==> src/vsc_defs.vh <==
// Register offsets, field positions, reset values and format codes for the video standard block
`ifndef VSC_DEFS_VH
`define VSC_DEFS_VH
// ---------------------------------------------------------------
// Register offsets (word addresses)
// ---------------------------------------------------------------
`define VSC_ADDR_PROC_DIS   12'h000
`define VSC_ADDR_STD        12'h004
`define VSC_ADDR_FMT_A      12'h00a
`define VSC_ADDR_FMT_B      12'h00b
// ---------------------------------------------------------------
// Processing-disable fields
// ---------------------------------------------------------------
`define VSC_BIT_TRS         0
`define VSC_BIT_LNUM        1
`define VSC_BIT_CRC         2
`define VSC_BIT_ANC         3
`define VSC_BIT_EDH         4
`define VSC_BIT_REMAP       5
`define VSC_BIT_PID         6
`define VSC_BIT_HCFG        8
`define VSC_PROC_DIS_MASK   16'h017f
`define VSC_PROC_DIS_RST    16'h0000
// ---------------------------------------------------------------
// Standard register fields
// ---------------------------------------------------------------
`define VSC_STD_CODE_LSB    10
`define VSC_STD_INT_BIT     9
`define VSC_STD_LOCK_BIT    8
// ---------------------------------------------------------------
// Total samples per line
// ---------------------------------------------------------------
`define VSC_TS_1650         13'd1650
`define VSC_TS_1980         13'd1980
`define VSC_TS_2200         13'd2200
`define VSC_TS_2376         13'd2376
`define VSC_TS_2640         13'd2640
`define VSC_TS_2750         13'd2750
`define VSC_TS_3300         13'd3300
`define VSC_TS_3960         13'd3960
`define VSC_TS_4125         13'd4125
`define VSC_TS_1716         13'd1716
`define VSC_TS_1728         13'd1728
// ---------------------------------------------------------------
// Active samples and active lines
// ---------------------------------------------------------------
`define VSC_AS_1280         12'd1280
`define VSC_AS_1920         12'd1920
`define VSC_AS_1440         12'd1440
`define VSC_AL_1035         11'd1035
`define VSC_AL_487          11'd487
`define VSC_AL_507          11'd507
`define VSC_AL_576          11'd576
// ---------------------------------------------------------------
// Format codes
// ---------------------------------------------------------------
`define VSC_C_720_60        5'h00
`define VSC_C_720_30        5'h02
`define VSC_C_720_50        5'h04
`define VSC_C_720_25        5'h06
`define VSC_C_720_24        5'h08
`define VSC_C_1080_60I      5'h0a
`define VSC_C_1080_30P      5'h0b
`define VSC_C_1080_50I      5'h0c
`define VSC_C_1080_25P      5'h0d
`define VSC_C_1080_25P_X    5'h0e
`define VSC_C_1080_25S_X    5'h0f
`define VSC_C_1080_24P      5'h10
`define VSC_C_1080_24S      5'h11
`define VSC_C_1080_24P_X    5'h12
`define VSC_C_1080_24S_X    5'h13
`define VSC_C_1080_50I_B    5'h14
`define VSC_C_1035_60I      5'h15
`define VSC_C_525_487       5'h16
`define VSC_C_525_507       5'h17
`define VSC_C_625_576       5'h18
`define VSC_C_525_487_G     5'h19
`define VSC_C_625_G         5'h1a
`define VSC_C_525_507_G     5'h1b
`define VSC_C_UNK_HD        5'h1d
`define VSC_C_UNK_SD        5'h1e
`endif

==> src/vsc_proc_ctrl.v <==
// Format code register and processing-feature gating for the video transmit path
`include "vsc_defs.vh"

// What this block does
// Detected standard reported as read-only five-bit code field, bits 14 to 10.
// Code 08h for 720p24, 09h for its extended variant, 4125 samples.
// Codes 0Ah,0Ch interlaced or PsF; 0Bh,0Dh progressive; 0Eh extended 25p.
// Code 0Fh for extended 1080 25 PsF, 2640 samples.
// Codes 10h, 11h, 12h for 1080 24p, 24PsF, extended 24p.
// Code 13h extended 24PsF, 14h for 2376-sample 50i, 15h for 1035i.
// Codes 16h,17h for 525 SD 487/507, 19h,1Bh for generic 525.
// 18h 625 SD, 1Ah generic 625, 1Dh unknown HD, 1Eh unknown SD.
// 59.94 and 60 Hz variants share one code.
// Insertion features act only in SMPTE mode with processing enable high.
// Disable bits reset to zero; each set bit disables only its feature.
// Bit 8 picks active-line blanking or TRS H bit for horizontal timing.
// Payload id packets in luma only, HD, when any id byte nonzero.
// Bit 5 low enables illegal code correction in active picture.
// Bit 4 low enables error-detection packets in SD mode.
// Bit 3 low enables ancillary checksum insertion.
// Bit 2 low enables line CRC words, luma in HD and SD, chroma in HD only.
// Bit 1 low enables line numbers in luma and chroma, HD only.
// Bit 0 low enables timing words only with both pins high.
// Controller holds processing enable and bypass pins high for features to act.
// Bits 15 to 9 and bit 7 of the disable register read zero.
module vsc_proc_ctrl (
   // Clock and reset
   input  wire        clk,
   input  wire        rst,
   // Register port
   input  wire [11:0] reg_addr,
   input  wire [15:0] reg_wdata,
   input  wire        reg_wr,
   input  wire        reg_rd,
   output reg  [15:0] reg_rdata,
   // Control pins
   input  wire        processing_enable_pin,
   input  wire        coding_bypass_pin,
   input  wire        sd_mode,
   // Raster measurement from the flywheel
   input  wire        raster_valid,
   input  wire        flywheel_locked,
   input  wire [12:0] total_samples,
   input  wire [11:0] active_samples,
   input  wire [10:0] active_lines,
   input  wire        interlaced,
   input  wire        segmented,
   // Timing and stream context
   input  wire        h_blank_active,
   input  wire        h_trs_bit,
   input  wire        in_active_picture,
   // Feature enables toward the insertion datapath
   output reg         h_timing,
   output reg         timing_ref_en,
   output reg         line_number_en,
   output reg         line_crc_luma_en,
   output reg         line_crc_chroma_en,
   output reg         anc_checksum_en,
   output reg         error_packet_en,
   output reg         remap_en,
   output reg         payload_id_luma_en,
   output reg  [4:0]  video_format_code
);
   // ---------------------------------------------------------------
   // Registers
   // ---------------------------------------------------------------
   reg  [15:0] processing_disable;
   reg  [15:0] payload_id_a;
   reg  [15:0] payload_id_b;
   reg         std_lock;
   reg         std_interlaced;
   wire [4:0]  class_code;

   // Named disable fields
   wire timing_ref_insert_off  = processing_disable[`VSC_BIT_TRS];
   wire line_number_insert_off = processing_disable[`VSC_BIT_LNUM];
   wire line_crc_insert_off    = processing_disable[`VSC_BIT_CRC];
   wire anc_checksum_insert_off = processing_disable[`VSC_BIT_ANC];
   wire error_packet_insert_off = processing_disable[`VSC_BIT_EDH];
   wire remap_off              = processing_disable[`VSC_BIT_REMAP];
   wire payload_id_insert_off  = processing_disable[`VSC_BIT_PID];
   wire h_config               = processing_disable[`VSC_BIT_HCFG];

   // ---------------------------------------------------------------
   // Format classifier
   // ---------------------------------------------------------------
   vsc_classify u_classify (
      .total_samples  (total_samples),
      .active_samples (active_samples),
      .active_lines   (active_lines),
      .interlaced     (interlaced),
      .segmented      (segmented),
      .sd_mode        (sd_mode),
      .code           (class_code)
   );

   // ---------------------------------------------------------------
   // Register writes
   // ---------------------------------------------------------------
   // Unused bits are masked on write so they always read back zero
   always @(posedge clk) begin
      if (rst) begin
         processing_disable <= `VSC_PROC_DIS_RST;
         payload_id_a       <= 16'h0000;
         payload_id_b       <= 16'h0000;
      end else if (reg_wr) begin
         case (reg_addr)
            `VSC_ADDR_PROC_DIS: processing_disable <= reg_wdata & `VSC_PROC_DIS_MASK;
            `VSC_ADDR_FMT_A:    payload_id_a <= reg_wdata;
            `VSC_ADDR_FMT_B:    payload_id_b <= reg_wdata;
            default:            ;
         endcase
      end
   end

   // ---------------------------------------------------------------
   // Standard status capture
   // ---------------------------------------------------------------
   // Code clears while bypassed or unlocked; lock flag follows flywheel
   always @(posedge clk) begin
      if (rst) begin
         video_format_code <= 5'h00;
         std_interlaced    <= 1'b0;
         std_lock          <= 1'b0;
      end else begin
         std_lock <= flywheel_locked;
         if (!coding_bypass_pin || !flywheel_locked) begin
            video_format_code <= 5'h00;
            std_interlaced    <= 1'b0;
         end else if (raster_valid) begin
            video_format_code <= class_code;
            std_interlaced    <= interlaced;
         end
      end
   end

   // ---------------------------------------------------------------
   // Register reads, data valid the cycle after the strobe
   // ---------------------------------------------------------------
   always @(posedge clk) begin
      if (rst) begin
         reg_rdata <= 16'h0000;
      end else if (reg_rd) begin
         case (reg_addr)
            `VSC_ADDR_PROC_DIS: reg_rdata <= processing_disable;
            `VSC_ADDR_STD:      reg_rdata <= {1'b0, video_format_code, std_interlaced,
                                              std_lock, 8'h00};
            `VSC_ADDR_FMT_A:    reg_rdata <= payload_id_a;
            `VSC_ADDR_FMT_B:    reg_rdata <= payload_id_b;
            default:            reg_rdata <= 16'h0000; // Unmapped reads zero
         endcase
      end else begin
         reg_rdata <= 16'h0000;
      end
   end

   // ---------------------------------------------------------------
   // Feature gating
   // ---------------------------------------------------------------
   // Both pins must be high; a trade-off is that enables lag the pins one cycle
   wire proc_on = processing_enable_pin & coding_bypass_pin;
   wire pid_nonzero = |{payload_id_a, payload_id_b};

   always @(posedge clk) begin
      if (rst) begin
         h_timing           <= 1'b0;
         timing_ref_en      <= 1'b0;
         line_number_en     <= 1'b0;
         line_crc_luma_en   <= 1'b0;
         line_crc_chroma_en <= 1'b0;
         anc_checksum_en    <= 1'b0;
         error_packet_en    <= 1'b0;
         remap_en           <= 1'b0;
         payload_id_luma_en <= 1'b0;
      end else begin
         h_timing           <= h_config ? h_trs_bit : h_blank_active;
         timing_ref_en      <= proc_on & ~timing_ref_insert_off;
         line_number_en     <= proc_on & ~sd_mode & ~line_number_insert_off;
         line_crc_luma_en   <= proc_on & ~line_crc_insert_off;
         line_crc_chroma_en <= proc_on & ~sd_mode & ~line_crc_insert_off;
         anc_checksum_en    <= proc_on & ~anc_checksum_insert_off;
         error_packet_en    <= proc_on & sd_mode & ~error_packet_insert_off;
         remap_en           <= proc_on & in_active_picture & ~remap_off;
         payload_id_luma_en <= proc_on & ~sd_mode & pid_nonzero
                               & ~payload_id_insert_off;
      end
   end
endmodule

==> src/vsc_classify.v <==
// Combinational mapping from measured raster to a five-bit format code
`include "vsc_defs.vh"
module vsc_classify (
   // Measured raster
   input  wire [12:0] total_samples,
   input  wire [11:0] active_samples,
   input  wire [10:0] active_lines,
   input  wire        interlaced,
   input  wire        segmented,
   input  wire        sd_mode,
   // Result
   output reg  [4:0]  code
);
   // Extended variants are any active width other than the plain 1280 or 1920 samples
   wire ext_hd = (active_samples != `VSC_AS_1280) && (active_samples != `VSC_AS_1920);
   wire sd_std = (active_samples == `VSC_AS_1440);

   // Rate families 59.94/60 share a raster, so they share a code
   always @* begin
      code = sd_mode ? `VSC_C_UNK_SD : `VSC_C_UNK_HD;
      if (sd_mode) begin
         case (total_samples)
            `VSC_TS_1716: begin
               if (active_lines == `VSC_AL_507)
                  code = sd_std ? `VSC_C_525_507 : `VSC_C_525_507_G;
               else
                  code = sd_std ? `VSC_C_525_487 : `VSC_C_525_487_G;
            end
            `VSC_TS_1728: code = sd_std ? `VSC_C_625_576 : `VSC_C_625_G;
            default:      code = `VSC_C_UNK_SD;
         endcase
      end else if (active_lines == `VSC_AL_1035) begin
         code = `VSC_C_1035_60I;
      end else begin
         case (total_samples)
            `VSC_TS_1650: code = `VSC_C_720_60 | {4'h0, ext_hd};
            `VSC_TS_3300: code = `VSC_C_720_30 | {4'h0, ext_hd};
            `VSC_TS_1980: code = `VSC_C_720_50 | {4'h0, ext_hd};
            `VSC_TS_3960: code = `VSC_C_720_25 | {4'h0, ext_hd};
            `VSC_TS_4125: code = `VSC_C_720_24 | {4'h0, ext_hd};
            `VSC_TS_2200:
               code = (interlaced | segmented) ? `VSC_C_1080_60I : `VSC_C_1080_30P;
            `VSC_TS_2640: begin
               if (ext_hd)
                  code = segmented ? `VSC_C_1080_25S_X : `VSC_C_1080_25P_X;
               else
                  code = (interlaced | segmented) ? `VSC_C_1080_50I : `VSC_C_1080_25P;
            end
            `VSC_TS_2750: begin
               if (ext_hd)
                  code = segmented ? `VSC_C_1080_24S_X : `VSC_C_1080_24P_X;
               else
                  code = segmented ? `VSC_C_1080_24S : `VSC_C_1080_24P;
            end
            `VSC_TS_2376: code = `VSC_C_1080_50I_B;
            default:      code = `VSC_C_UNK_HD;
         endcase
      end
   end
endmodule

==> config.mk <==
export PLATFORM = sky130hd
export DESIGN_NAME = vsc_proc_ctrl
export DESIGN_NICKNAME = d
export VERILOG_FILES = /design/src/vsc_proc_ctrl.v /design/src/vsc_classify.v
export VERILOG_INCLUDE_DIRS = /design/src
export SDC_FILE = /design/constraint.sdc
export NUM_CORES = 1
export LEC_CHECK = 0
export BUFFER_PORTS_ARGS = -buffer_cell sky130_fd_sc_hd__buf_2
export CAP_MARGIN = 10
export CORE_ASPECT_RATIO = 0.9
export CORE_MARGIN = 2
export CORE_UTILIZATION = 35
export DETAILED_ROUTE_END_ITERATION = 16
export PLACE_DENSITY = 0.57
export SETUP_SLACK_MARGIN = 0.02
export SKIP_LAST_GASP = 1
export SYNTH_ARGS = -nofsm -noshare
export SYNTH_HDL_FRONTEND = slang
export SYNTH_SLANG_ARGS = --single-unit
==> constraint.sdc <==
create_clock -name clk -period 3.1 [get_ports clk]
set_input_delay 0.62 -clock clk [delete_from_list [all_inputs] [get_ports clk]]
set_output_delay 0.62 -clock clk [all_outputs]
set_load 0.01 [all_outputs]
=== Word level (Yosys, flattened, before mapping) ===
Index checks and enable logic that the tools add are counted.
Widths: inputs -> output; s select.

* Reductions and logical operators: 11
* Muxes and demuxes: 17
* Equal/unequal tests: 19
* Bitwise operators: 23

{| class="wikitable"
|+ Operator list
! operator !! count
|-
| $eq 13x12->1 const B || 6
|-
| $pmux 16 s4 || 1
|-
| $eq 13x11->1 const B || 4
|-
| $pmux 5 s9 || 1
|-
| $reduce_or 32->1 || 1
|-
| $mux 5 || 5
|-
| $eq 12x4->1 const B || 2
|-
| $ne 12x11->1 const B || 2
|-
| $and 1x1->1 || 13
|-
| $eq 13x13->1 const B || 1
|-
| $eq 12x11->1 const B || 1
|-
| $eq 12x3->1 const B || 1
|-
| $logic_not 12->1 || 1
|-
| $eq 11x11->1 const B || 1
|-
| $eq 11x9->1 const B || 1
|-
| $pmux 5 s2 || 1
|-
| $not 1->1 || 9
|-
| $mux 4 || 2
|-
| $mux 1 || 6
|-
| $reduce_and 2->1 || 3
|-
| $reduce_or 2->1 || 2
|-
| $logic_not 1->1 || 2
|-
| $mux 2 || 1
|-
| $logic_and 1x1->1 || 1
|-
| 2 further kinds || 2
|}

* Logic and storage cells: 86
* Output and inout port bits: 30
* Input port bits: 78
* Register bits after elaboration: 72

=== Longest topological paths before layout ===
* Depth after elaboration: 6
* Gate-level depth with buffers: 7
* Gate-level depth less buffers: 6

=== Cells and area by module ===
From an unflattened synthesis, not the netlist that was laid out.

* Cell total of the unflattened synthesis: 401
* Area total of the unflattened synthesis: 3,936.3 sq um

{| class="wikitable"
|+ By module, submodules not included
! module !! area an instance (sq um) !! cells each !! instances !! sequential area each (sq um)
|-
| vsc_proc_ctrl || 3,208.1 || 315 || 1 || 1,441.4
|-
| vsc_classify || 728.2 || 86 || 1 || 0.0
|}

=== Least setup slack after synthesis ===
Ideal clock, no wire load.

* Path kind: input -> register
* Start point: input active_samples[2]
* End point: register video_format_code[0]
* Stages on the path: 6
* Buffers on the path: 0
* Required time: 2.978 ns
* Data arrival time: 2.105 ns
* Slack: 0.873 ns
* Cell sequence: or4b_4 > or4_4 > nor2_1 > nor2_1 > a211oi_2 > a21oi_1

* Longest elaborated chain between the ends: 6

{| class="wikitable"
|+ Ends and longest elaborated chain
! what !! line !! source
|-
| from (decl) || vsc_proc_ctrl.v:44 || <nowiki>input wire [11:0] active_samples,</nowiki>
|-
| $ne 12x11->1 (no line) || n/a ||
|-
| $logic_and 1x1->1 || vsc_classify.v:15 || <nowiki>wire ext_hd = (active_samples != `VSC_AS_1280) && (active_samples != `VSC_AS_1920);</nowiki>
|-
| $mux 5, on equally long branches || vsc_classify.v:50, vsc_classify.v:44 ||
|-
| $pmux 5 s9 || vsc_classify.v:35 || <nowiki>case (total_samples)</nowiki>
|-
| $mux 5 || vsc_classify.v:32 || <nowiki>end else if (active_lines == `VSC_AL_1035) begin</nowiki>
|-
| $mux 5 (*) || vsc_classify.v:21 || <nowiki>if (sd_mode) begin</nowiki>
|-
| to (signal assigned) || vsc_proc_ctrl.v:131 || <nowiki>video_format_code <= class_code;</nowiki>
|-
| to (decl) || vsc_proc_ctrl.v:62 || <nowiki>output reg [4:0] video_format_code</nowiki>
|}

Every way passes the cells marked *; elsewhere a longest branch is shown, timed or not.
A chain may end at the register's enable or synchronous reset.

=== Final worst setup path ===
Same ends and word-level chain as after synthesis.

==> impl_metrics.json <==
{
  "status": "completed",
  "cts_root_buf": "clkbuf_8",
  "cts-resized-gates": 0,
  "gp_congestion": 0.8537,
  "synth_edf_count": 0,
  "grt_max_degree": 45,
  "startpoint": "active_samples[2]",
  "synth_flop_cell": "dfxtp_1",
  "seq_area_frac_synth_pct": 44.14,
  "min_to": "timing_ref_en$_SDFF_PP0_",
  "swShare_pct": 24.53,
  "r2r_end": "payload_id_luma_en$_SDFF_PP0_",
  "path_cells": "buf_2, or4b_4, nor3_1, nand2_1, a211o_1, a211oi_2, a21oi_1",
  "die_y_um": 95.64,
  "vias": 3419,
  "io_pins": 108,
  "pwr_density_cell_mw_per_mm2": 439.3,
  "worstReg2RegStart": "payload_id_a[15]$_SDFFE_PP0P_",
  "grt_pass1_vias": 3125,
  "grt_setup_unrepaired": "no",
  "cts_tree": "built",
  "slew_violations": 0,
  "ys_ff_latch": 72,
  "internal_power_mw": 1.368,
  "coreArea_mm2": 0.009084,
  "finalNetCount": 575,
  "drive_above_1_share_pct": 27.89,
  "synth_fp_nets": 472,
  "firstDrtPassIters": 6,
  "min_period_over_period_pct": 67.63,
  "die_area_mm2": 0.01012,
  "synth_area_per_cell_um2": 8.288,
  "routed_wl_um": 9728,
  "n_antenna_cell": 0,
  "fillers": 947,
  "cts_hold_buf": 0,
  "worstRegToRegCells": 4,
  "slowest_delay_ns": 0.53,
  "via_per_inst": 5.479,
  "instances_no_fill": 624,
  "rows": 33,
  "reg2reg_slack_ns": 1.76,
  "endpoint_kind": "flip-flop",
  "tightest_slew_ns": 0.8281,
  "place_inst": 608,
  "ir_drop_v": 0.0001927,
  "wl_per_cell_um": 15.59,
  "min_from": "processing_disable[0]$_SDFFE_PP0P_",
  "drc": 0,
  "final-setup-viol-count": 0,
  "die_w_um": 105.8,
  "yosysMostFrequentCell": "dfxtp_1",
  "numClockSinks": 72,
  "grt_pass1_wl_um": 15460,
  "place_hpwl_um": 6950,
  "drt_iter0_drc": 232,
  "synth.largest_area_cell": "dfxtp_1",
  "yosys-top-cells-count": "72 x dfxtp_1, 52 x nand2_1, 51 x a21oi_1, 44 x nand3_1, 32 x nor2_1",
  "clock_path_buffers": 2,
  "critical_path_class": "input port to flip-flop",
  "ys_types": 46,
  "slew_headroom_pct": 44.79,
  "syn-instance-count": 394,
  "comb_power_share_pct": 8.0,
  "cts_inserted_buffers": 9,
  "portBuffers": 107,
  "synth_top_area_share_pct": 44.14,
  "max_freq_mhz": 477.0,
  "start_util_pct": 35.95,
  "overflow": 0,
  "crit_slowest_cell": "or4b_4",
  "start_kind": "input port",
  "min_period_ns": 2.097,
  "ys_async_sr_fraction_pct": 0,
  "crit_buf_inv": 1,
  "cts_setup_buffers": 0,
  "yosys_warnings": 0,
  "clk_latency_ns": 0.34,
  "antenna_found_initial": 0,
  "finalHoldViolations": 0,
  "p_sw_mw": 0.4449,
  "areaGrowthSynthToFinish_pct": 26.40,
  "seq_power_share_pct": 51.5,
  "multi_input_area_mm2": 0.001734,
  "place_area_mm2": 0.003931,
  "synth_area_leaders": "dfxtp_1 44%, a21oi_1 7.8%, nand3_1 6.7%",
  "ant_nets": 0,
  "stdcell_area_mm2": 0.004128,
  "holdPathStages": 1,
  "h-tree-depth": 3,
  "synth.cell_area_mm2": 0.003266,
  "seq_area_mm2": 0.001441,
  "clkPwrFrac_pct": 40.5,
  "timing.hold.ws_ns": 0.4623,
  "power_mw": 1.813,
  "leakage_nw": 1.580,
  "clock_skew_ns": 0.01118,
  "arrival_ns": 2.32,
  "hold_path.class": "flip-flop to flip-flop",
  "cpLargestDelayFamily": "simple AND/OR/NAND/NOR gates",
  "cap_violations": 0,
  "path_max_fanout": 3,
  "tns_ns": 0,
  "cp.required_ns": 3.32,
  "clk_pin_slew_ns": 0.07,
  "grtUsageTotal_pct": 19.18
}
==> placed cells by master (no fill, tap or decap), types with 9 or more instances in the layout <==
master    Yosys  routed
nand2_1      52      52
nor3b_1       9       9
nand4_1      10      10
clkbuf_8      0       9
nand3_1      44      44
nor2_1       32      32
nor4_1       11      11
buf_2         1     107
a21oi_1      51      51
a222oi_1     12      12
dfxtp_1      72      72
==> final cells by class <==
class | count | area share, %
flip-flops and latches | 72 | 34.92
clock buffers | 10 | 3.092
inverters | 4 | 0.3637
repair buffers | 114 | 14.25
multi-input cells | 296 | 42.01
clock inverters | 6 | 1.667
well taps | 122 | 3.698
==> power groups by stage <==
stage	registers, mW	logic (mW)	clock network (mW)
floorplan	0.957	0.0577	0
global placement	0.955	0.144	0
detailed placement	0.955	0.144	0
CTS	0.933	0.145	0.754
global route	0.933	0.159	0.802
finish	0.933	0.145	0.735
==> how the worst max path moves through the flow <==
stage / to / depth (start not counted)
after floorplan: video_format_code[0]$_SDFFE_PP0P_ / 6
after global placement: payload_id_a[2]$_SDFFE_PP0P_ / 8
after detailed placement: payload_id_a[13]$_SDFFE_PP0P_ / 8
after CTS: payload_id_a[7]$_SDFFE_PP0P_ / 8
after global routing: payload_id_a[12]$_SDFFE_PP0P_ / 8
final: video_format_code[0]$_SDFFE_PP0P_ / 7
==> registers in the layout (all words and copies together) (netlist names), 5 cells and up <==
name                cells
processing_disable      8
payload_id_b           16
reg_rdata              16
video_format_code       5
payload_id_a           16
==> kinds of logic (layout without fill, tap and decap cells) <==
group | Yosys count | count (layout) | share of synthesized area (%)
XOR/XNOR | 1 | 1 | 0.2682
AND/OR/NAND/NOR | 207 | 207 | 35.25
flip-flops | 72 | 72 | 44.14
AO/OA/AOI/OAI | 86 | 86 | 16.59
multiplexers | 2 | 2 | 0.6131
buffers and inverters | 26 | 134 | 3.142
==> metal layers <==
layer  GRT usage [%]  share of wire (%)
met3           4.716                6.1
met5               0                  0
met1           24.76                 46
met4           5.044               0.61
met2           32.31                 47
==> metrics by stage <==
step	setup WS [ns]	util (%)
6_report	1.003	45.44
5_1_grt	0.8293	45.44
4_1_cts	1.020	45.44
3_5_place_dp	0.6633	43.28
3_3_place_gp	0.6815	43.28
2_1_floorplan	0.8732	-
No activity file was read; power rests on OpenSTA's default activity.
